--- src/common/hpsc_pkg.sv ---
package hpsc_pkg;

    // ------------------------------------------------------------
    // register map
    // ------------------------------------------------------------
    localparam logic [11:0] ADDR_SLOT      = 12'h0D8;
    localparam int          ADDR_W         = 12;

    // control half, bits 15:0
    localparam int          C_ABP_EN       = 0;
    localparam int          C_PFD_EN       = 1;
    localparam int          C_MRL_EN       = 2;
    localparam int          C_PDC_EN       = 3;
    localparam int          C_CC_EN        = 4;
    localparam int          C_HPI_EN       = 5;
    localparam int          C_ATTN_LO      = 6;
    localparam int          C_PWRI_LO      = 8;
    localparam int          C_PWR_OFF      = 10;
    localparam int          C_DLLSC_EN     = 12;
    localparam logic [15:0] CTRL_WMASK     = 16'h17FF;
    localparam logic [15:0] CTRL_RST       = 16'h01C0;

    // status half, bit index relative to bit 16
    localparam int          S_ABP          = 0;
    localparam int          S_PFD          = 1;
    localparam int          S_MRLC         = 2;
    localparam int          S_PDC          = 3;
    localparam int          S_CC           = 4;
    localparam int          S_MRLS         = 5;
    localparam int          S_PDS          = 6;
    localparam int          S_DLLSC        = 8;
    localparam logic [15:0] STAT_W1C       = 16'h011B;
    localparam logic [15:0] STAT_RST       = 16'h0000;

    // indicator encodings
    localparam logic [1:0]  IND_RSVD       = 2'h0;
    localparam logic [1:0]  IND_ON         = 2'h1;
    localparam logic [1:0]  IND_BLINK      = 2'h2;
    localparam logic [1:0]  IND_OFF        = 2'h3;

    // pin inputs from the slot
    localparam int          PIN_ABP        = 0;
    localparam int          PIN_PFD        = 1;
    localparam int          PIN_MRL        = 2;
    localparam int          PIN_PRS        = 3;
    localparam int          PIN_N          = 4;

    typedef struct packed {
        logic       valid;
        logic [1:0] code;
    } hpsc_msg_s;

endpackage

--- src/verilog/hpsc_slot_regs.sv ---
// The APB slave port is this design's own decision.
`timescale 1ns/1ps
// Summary of operation
// - control bit 0 enables attention button press events
// - control bit 1 enables power fault events
// - control bit 3 enables presence change events
// - control bit 4 enables command completed interrupts
// - control bit 5 is the master hot-plug interrupt enable
// - attention indicator bits 7:6, 01 on 10 blink 11 off, reset 11
// - each attention indicator write sends an attention indicator message
// - power indicator bits 9:8, same encoding, reset 01
// - each power indicator write sends a power indicator message
// - control bit 10 commands slot power, one means off
// - control bit 12 enables link active change notification
// - status bit 16 set on button press, write one clears
// - status bit 17 set on power fault, write one clears
// - status bit 18 reports latch sensor change, read only
// - status bit 19 set on presence change, write one clears
// - status bit 20 set on command completion, write one clears
// - status bit 21 mirrors latch sensor, one means open
// - status bit 22 shows card presence
// - without a slot the presence bit reads one
// - status bit 24 set on link active change, write one clears
module hpsc_slot_regs (
    input  wire logic                                clk,
    input  wire logic                                rstn,
    // apb slave
    input  wire logic                                psel,
    input  wire logic                                penable,
    input  wire logic                                pwrite,
    input  wire logic [hpsc_pkg::ADDR_W-1:0]         paddr,
    input  wire logic [31:0]                         pwdata,
    input  wire logic [3:0]                          pstrb,
    output logic      [31:0]                         prdata,
    output logic                                     pready,
    output logic                                     pslverr,
    // slot pins, asynchronous
    input  wire logic                                attnButton,
    input  wire logic                                powerFault,
    input  wire logic                                latchOpen,
    input  wire logic                                cardPresent,
    // same-clock inputs
    input  wire logic                                linkActive,
    input  wire logic                                cmdDone,
    input  wire logic                                slotImplemented,
    // slot controls and messages
    output logic      [1:0]                          attnIndicator,
    output logic      [1:0]                          powerIndicator,
    output logic                                     slotPowerOff,
    output hpsc_pkg::hpsc_msg_s                      attnMsg,
    output hpsc_pkg::hpsc_msg_s                      powerMsg,
    output logic                                     hotplugIrq,
    output logic                                     hotplugWake
);

    // ------------------------------------------------------------
    // declarations
    // ------------------------------------------------------------
    logic [15:0]                ctrl_q;
    logic [15:0]                ctrl_d;
    logic [15:0]                flag_q;
    logic [15:0]                flag_d;
    logic [15:0]                flagSet;
    logic [15:0]                flagClr;
    logic [15:0]                ctrlWm;
    logic [15:0]                statusView;
    logic [31:0]                readWord;
    logic [hpsc_pkg::PIN_N-1:0] pinRaw;
    logic [hpsc_pkg::PIN_N-1:0] pinNow;
    logic [hpsc_pkg::PIN_N-1:0] pinPrev_q;
    logic                       linkPrev_q;
    logic                       setupPh;
    logic                       hitSlot;
    logic                       wrEn;
    logic                       attnWr;
    logic                       pwrWr;
    logic                       pending;
    logic                       wakeAny;
    logic                       presView;

    // ------------------------------------------------------------
    // pin synchronisers
    // ------------------------------------------------------------
    assign pinRaw = {cardPresent, latchOpen, powerFault, attnButton};

    hpsc_sync3 #(
        .WIDTH (hpsc_pkg::PIN_N)
    ) u_sync (
        .clk    (clk),
        .rstn   (rstn),
        .async  (pinRaw),
        .stable (pinNow)
    );

    // edge history on the settled pin values
    always_ff @(posedge clk)
    begin
        if (!rstn)
        begin
            pinPrev_q  <= '0;
            linkPrev_q <= 1'b0;
        end
        else
        begin
            pinPrev_q  <= pinNow;
            linkPrev_q <= linkActive;
        end
    end

    // ------------------------------------------------------------
    // apb decode
    // ------------------------------------------------------------
    // zero wait: pready goes high for exactly the first access cycle
    assign setupPh = psel && !penable;
    assign hitSlot = (paddr == hpsc_pkg::ADDR_SLOT);
    assign wrEn    = psel && penable && pready && pwrite && hitSlot && !pslverr;
    assign attnWr  = wrEn && pstrb[0];
    assign pwrWr   = wrEn && pstrb[1];

    always_ff @(posedge clk)
    begin
        if (!rstn)
        begin
            pready  <= 1'b0;
            pslverr <= 1'b0;
            prdata  <= 32'h0000_0000;
        end
        else
        begin
            pready  <= setupPh;
            pslverr <= setupPh && !hitSlot;
            if (setupPh)
                prdata <= (hitSlot && !pwrite) ? readWord : 32'h0000_0000;
        end
    end

    // ------------------------------------------------------------
    // slot control
    // ------------------------------------------------------------
    // byte strobes guard the indicator fields against status-only writes
    assign ctrlWm = {{8{pstrb[1]}}, {8{pstrb[0]}}} & hpsc_pkg::CTRL_WMASK & {16{wrEn}};

    always_comb
    begin
        ctrl_d = (ctrl_q & ~ctrlWm) | (pwdata[15:0] & ctrlWm);
    end

    always_ff @(posedge clk)
    begin
        if (!rstn)
            ctrl_q <= hpsc_pkg::CTRL_RST;
        else
            ctrl_q <= ctrl_d;
    end

    // ------------------------------------------------------------
    // slot status flags
    // ------------------------------------------------------------
    always_comb
    begin
        flagSet = '0;
        flagSet[hpsc_pkg::S_ABP]   = pinNow[hpsc_pkg::PIN_ABP]
                                   && !pinPrev_q[hpsc_pkg::PIN_ABP];
        flagSet[hpsc_pkg::S_PFD]   = pinNow[hpsc_pkg::PIN_PFD]
                                   && !pinPrev_q[hpsc_pkg::PIN_PFD];
        flagSet[hpsc_pkg::S_MRLC]  = pinNow[hpsc_pkg::PIN_MRL]
                                   != pinPrev_q[hpsc_pkg::PIN_MRL];
        flagSet[hpsc_pkg::S_PDC]   = pinNow[hpsc_pkg::PIN_PRS]
                                   != pinPrev_q[hpsc_pkg::PIN_PRS];
        flagSet[hpsc_pkg::S_CC]    = cmdDone;
        flagSet[hpsc_pkg::S_DLLSC] = linkActive != linkPrev_q;
    end

    // latch-change flag has no clear path besides reset
    assign flagClr = pwdata[31:16] & hpsc_pkg::STAT_W1C
                   & {{8{pstrb[3]}}, {8{pstrb[2]}}} & {16{wrEn}};

    always_comb
    begin
        // set wins over a clear in the same cycle
        flag_d = (flag_q & ~flagClr) | flagSet;
    end

    always_ff @(posedge clk)
    begin
        if (!rstn)
            flag_q <= hpsc_pkg::STAT_RST;
        else
            flag_q <= flag_d;
    end

    // ------------------------------------------------------------
    // read view
    // ------------------------------------------------------------
    assign presView = slotImplemented ? pinNow[hpsc_pkg::PIN_PRS] : 1'b1;

    always_comb
    begin
        statusView = flag_q & (hpsc_pkg::STAT_W1C | 16'h0004);
        statusView[hpsc_pkg::S_MRLS] = pinNow[hpsc_pkg::PIN_MRL];
        statusView[hpsc_pkg::S_PDS]  = presView;
        readWord = {statusView, ctrl_q};
    end

    // ------------------------------------------------------------
    // interrupt and wake
    // ------------------------------------------------------------
    always_comb
    begin
        // command completion never wakes, so it is kept out of this term
        wakeAny = (flag_q[hpsc_pkg::S_ABP]   && ctrl_q[hpsc_pkg::C_ABP_EN])
               || (flag_q[hpsc_pkg::S_PFD]   && ctrl_q[hpsc_pkg::C_PFD_EN])
               || (flag_q[hpsc_pkg::S_MRLC]  && ctrl_q[hpsc_pkg::C_MRL_EN])
               || (flag_q[hpsc_pkg::S_PDC]   && ctrl_q[hpsc_pkg::C_PDC_EN])
               || (flag_q[hpsc_pkg::S_DLLSC] && ctrl_q[hpsc_pkg::C_DLLSC_EN]);
        pending = wakeAny
               || (flag_q[hpsc_pkg::S_CC]    && ctrl_q[hpsc_pkg::C_CC_EN]);
    end

    always_ff @(posedge clk)
    begin
        if (!rstn)
        begin
            hotplugIrq  <= 1'b0;
            hotplugWake <= 1'b0;
        end
        else
        begin
            hotplugIrq  <= pending && ctrl_q[hpsc_pkg::C_HPI_EN];
            // wake ignores the master enable, for sleeping hosts
            hotplugWake <= wakeAny;
        end
    end

    // ------------------------------------------------------------
    // indicator and power outputs, messages
    // ------------------------------------------------------------
    always_ff @(posedge clk)
    begin
        if (!rstn)
        begin
            attnIndicator  <= hpsc_pkg::IND_OFF;
            powerIndicator <= hpsc_pkg::IND_ON;
            slotPowerOff   <= 1'b0;
        end
        else
        begin
            attnIndicator  <= ctrl_d[hpsc_pkg::C_ATTN_LO +: 2];
            powerIndicator <= ctrl_d[hpsc_pkg::C_PWRI_LO +: 2];
            slotPowerOff   <= ctrl_d[hpsc_pkg::C_PWR_OFF];
        end
    end

    // a rewrite of the same value still sends a message
    always_ff @(posedge clk)
    begin
        if (!rstn)
        begin
            attnMsg  <= '{valid: 1'b0, code: hpsc_pkg::IND_OFF};
            powerMsg <= '{valid: 1'b0, code: hpsc_pkg::IND_ON};
        end
        else
        begin
            attnMsg.valid  <= attnWr;
            powerMsg.valid <= pwrWr;
            if (attnWr)
                attnMsg.code <= pwdata[hpsc_pkg::C_ATTN_LO +: 2];
            if (pwrWr)
                powerMsg.code <= pwdata[hpsc_pkg::C_PWRI_LO +: 2];
        end
    end
endmodule

--- src/verilog/hpsc_sync3.sv ---
`timescale 1ns/1ps
module hpsc_sync3 #(
    parameter int WIDTH = 4
) (
    input  wire logic             clk,
    input  wire logic             rstn,
    input  wire logic [WIDTH-1:0] async,
    output logic      [WIDTH-1:0] stable
);
    // ------------------------------------------------------------
    // three stages; stable moves only when stage two and three agree
    // ------------------------------------------------------------
    genvar i;
    generate
        for (i = 0; i < WIDTH; i++)
        begin : g_bit
            logic s1_q;
            logic s2_q;
            logic s3_q;
            logic st_q;
            always_ff @(posedge clk)
            begin
                if (!rstn)
                begin
                    s1_q <= 1'b0;
                    s2_q <= 1'b0;
                    s3_q <= 1'b0;
                    st_q <= 1'b0;
                end
                else
                begin
                    s1_q <= async[i];
                    s2_q <= s1_q;
                    s3_q <= s2_q;
                    if (s2_q == s3_q)
                        st_q <= s3_q;
                end
            end
            assign stable[i] = st_q;
        end
    endgenerate
endmodule

--- config.mk ---
export PLATFORM = sky130hd
export DESIGN_NAME = hpsc_slot_regs
export DESIGN_NICKNAME = d
export VERILOG_FILES = /design/src/common/hpsc_pkg.sv /design/src/verilog/hpsc_slot_regs.sv /design/src/verilog/hpsc_sync3.sv
export SDC_FILE = /design/constraint.sdc
export NUM_CORES = 1
export LEC_CHECK = 0
export ABC_AREA = 0
export BUFFER_PORTS_ARGS = -buffer_cell sky130_fd_sc_hd__buf_2
export CORE_AREA = 2 2 76 78
export CTS_BUF_LIST = sky130_fd_sc_hd__clkbuf_16
export DETAILED_ROUTE_END_ITERATION = 12
export DIE_AREA = 0 0 78 80
export PLACE_DENSITY = 0.79
export SYNTH_ARGS = -nofsm -noshare
export SYNTH_HDL_FRONTEND = slang
export SYNTH_HIERARCHICAL = 1
export SYNTH_SLANG_ARGS = --single-unit
export TNS_END_PERCENT = 5
--- constraint.sdc ---
create_clock -name clk -period 1.2 [get_ports clk]
set_input_delay 0 -clock clk [delete_from_list [all_inputs] [get_ports clk]]
set_output_delay 0 -clock clk [all_outputs]
set_load 0.03 [all_outputs]
# [After elaboration in Yosys (flattened, before gate mapping)]
# Cells that the tools add are included.
[classes] muxes=2 n_eq_ne=8 bitwise=10 reduce_logical=30
[op_table] op="$and 16x16->16" count=4
[op_table] op="$not 16->16" count=2
[op_table] op="$mux 25" count=1
[op_table] op="$logic_and 1x1->1" count=19
[op_table] op="$and 13x16->16" count=1
[op_table] op="$and 9x16->16" count=1
[op_table] op="$or 16x16->16" count=1
[op_table] op="$or 16x9->16" count=1
[op_table] op="$eq 12x8->1 const B" count=1
[op_table] op="$logic_not 1->1" count=6
[op_table] op="$logic_or 1x1->1" count=5
[op_table] op="$eq 1x1->1" count=4
[op_table] op="$ne 1x1->1" count=3
[op_table] op="$mux 1" count=1
[totals] register_bits=100 in_bits=60 word_cells=82 output_inout_bits=47

# [Logic depth before layout (Yosys ltp)]
[logic_depth] depth_word=9 depth_mapped=5 ltp_nobuf=4

# [Hierarchy]
# The synthesis kept the hierarchy.
[modules_own_cells] mod="hpsc_slot_regs" n_inst=1 cells_per_inst=189 seq_area_each_um2=980.9 area_per_inst_um2=1978.1
[modules_own_cells] mod="hpsc_sync3" n_inst=1 cells_per_inst=45 seq_area_each_um2=320.3 area_per_inst_um2=511.7

# [Worst setup path after synthesis]
# OpenSTA, ideal clock, no wires.
[synth_path] path_type="reg-to-reg" from="reg pslverr" to="reg (tool-made name)" slack_ns=-0.096 n_path_buf=1 t_required_ns=1.128 t_arrival_ns=1.225 period_less_slack_ns=1.296 path_stages_with_launch=6 path_cell_list="dfxtp_1 -> nor2b_1 -> and4_1 -> buf_2 -> nand3_4 -> mux2i_1"
[synth_rtl] item="start: declaration" line_no="hpsc_slot_regs.sv:36" source="output logic pslverr,"
[synth_rtl] item="start signal: assignment" line_no="hpsc_slot_regs.sv:131" source="pslverr <= setupPh && !hitSlot;"

==> out/results.ini <==
[outcome]
outcome=finished with violations
violations=negative setup slack

[finish]
synthToLayoutAreaGrowth_pct=40.2
diodes=0
finish.utilization=0.646
drive_gt1_frac=0.430
nNetsFinal=392
layout_common_cells=buf_2, dfxtp_1, nand2_1
final_common_cell=buf_2

[clocking]
clock_tree.root_cell=clkbuf_16
cts_max_path_buffers=2
cts_tree=done
clkTransAtPathRegs_ns=0.05
numCtsBuffers=9
clock-sinks=65
ctsHtreeMaxLevel=3
clock_latency_ns=0.32

[floorplanning]
start_util=0.461
die_w_um=78
die_area_um2=6240
rows=27
die_y_um=80
io_pins=107
core_region_area_um2=5410

[timing]
fin_hold_ws_ns=0.0244
max_freq_ghz=0.805
period_share=1.04
post-route-min-period_ns=1.24
drv_slew=0
setup_viol=3
rsz0062_at_grt=true
fin_ws_ns=-0.0430
skew_ns=0.00289
hold_viol_final=0

[critical_path]
worstPathArrival_ns=1.43
r2r_start=pslverr
setup.worst_path.start_class=flop
required_ns=1.39
crit_start=pslverr
worstSetupEndpointType=flop
path_class=reg2reg
critical_path.max_fanout=3

[placement]
port-buffer-count=79
gp_congestion=0.783
hpwl_um=3550

[grt]
grt_pass1_wl_um=8820
grt_pass1_vias=2031
antenna_found_initial=0
grtUsageTotal=0.185
overflow=0
grt_max_degree=35

[logic_synthesis]
synth_area_per_cell_um2=10.6
yosysWarnings=6
ys.flop_type=dfxtp_1
ys_types=36
synth_edf_count=0
syn-cell-area_um2=2490
synthCells=234
synth_seq_area_share=0.523
synth-seq-cells=65
async_flop_share=0

[power]
peakVddDrop_v=0.000806
cellLeakagePower_nw=1.60
power_density_nw_per_um2=1420

[hold_path]
hp-start=pstrb[0]
hold_path_class=in2reg

[detailed_routing]
firstDrtPassIters=5
via_per_inst=4.94
wl_per_cell_um=14.2
drtIter0Drc=136
vias=2022
totalWireLength_um=5790
drtAntennaViolNets=0
route.detailed.drc=0

[job]
cap_violations=0

==> routing by layer <==
metal	share of wire	routed length [µm]	track usage
met1	0.41	2400	0.197
met2	0.50	2900	0.326
met3	0.058	335	0.0509
met4	0.027	156	0.112
met5	0	0	0
==> final timing paths <==
| path | endpoint | slack (ns) | cells after the start |
|---|---|---|---|
| worst max-delay path | flop | -0.04 | 5 |
| worst min-delay path | flop | 0.02 | 3 |
| worst max register to register | flop | -0.04 | 5 |
| worst min register to register | u_sync/g_bit[0].s2_q | 0.43 | 1 |
==> synthesized netlist by cell type, types with 3 or more instances <==
cell type / instances / area (µm²)
nor2_1: 5 / 18.8
nand2_1: 27 / 101
inv_1: 4 / 15.0
mux2i_1: 9 / 90.1
nand2b_1: 3 / 18.8
nand3_1: 4 / 20.0
a22o_2: 13 / 130
o31ai_1: 7 / 52.6
o21ai_0: 5 / 25.0
a22o_1: 7 / 61.3
buf_4: 25 / 188
buf_6: 3 / 33.8
nand4_1: 4 / 25.0
a21boi_0: 4 / 30.0
and2_2: 8 / 60.1
dfxtp_1: 65 / 1300
clkbuf_1: 5 / 18.8
a21oi_1: 6 / 30.0
and2_1: 9 / 56.3
==> report_power, final <==
part	leakage [nW]	switching (W)	internal, W	total (W)
Sequential	0.528	0.0000161	0.00219	0.00221
Clock	0.144	0.000846	0.00156	0.00241
Combinational	0.923	0.000185	0.000153	0.000338
Total	1.60	0.00105	0.00391	0.00495
==> per-stage QoR <==
| stage | std cells | setup TNS (ns) | power [W] | area, µm² | worst slack [ns] |
|---|---|---|---|---|---|
| floorplan | 245 | 0 | 0.00241 | 2540 | 0.00375 |
| finish | 409 | -0.0738 | 0.00495 | 3490 | -0.0430 |
| CTS | 409 | 0 | 0.00498 | 3380 | 0.0102 |
| global route | 409 | -0.444 | 0.00512 | 3490 | -0.115 |
| global placement | 372 | -0.0702 | 0.00250 | 2880 | -0.0240 |
| detailed placement | 372 | -0.512 | 0.00251 | 2880 | -0.0704 |
==> cell families after synthesis <==
group,share of synthesized area
other,0.00151
buffers and inverters,0.106
flip-flops,0.523
XOR/XNOR,0.0106
multiplexers,0.0362
AO/OA/AOI/OAI,0.145
AND/OR/NAND/NOR,0.178
==> final cells by class <==
| type | instances | area [µm²] |
|---|---|---|
| timing repair buffer | 110 | 713 |
| clock buffer | 9 | 225 |
| clock inverter | 7 | 53.8 |
| multi-input combinational | 141 | 1080 |
| tap | 72 | 90.1 |
| fill | 430 | 1920 |
| inverter | 5 | 18.8 |
| sequential | 65 | 1300 |
==> critical path: stages (launching register included) <==
cell and delay, ns:
dfxtp_2 0.32, nor2b_2 0.13, nand4_1 0.17, buf_6 0.19, o31ai_2 0.19, nand3_1 0.11
==> repair_timing <==
item / in CTS / in global routing
endpoints found under the setup margin: 14 / 10
setup buffers: 0 / 0
hold buffers: 21 / 0
gates resized for setup: 5 / 18
endpoints found under the hold margin: 20 / 0
pin swaps: 1 / 11
Power figures use the tool's default switching activity.
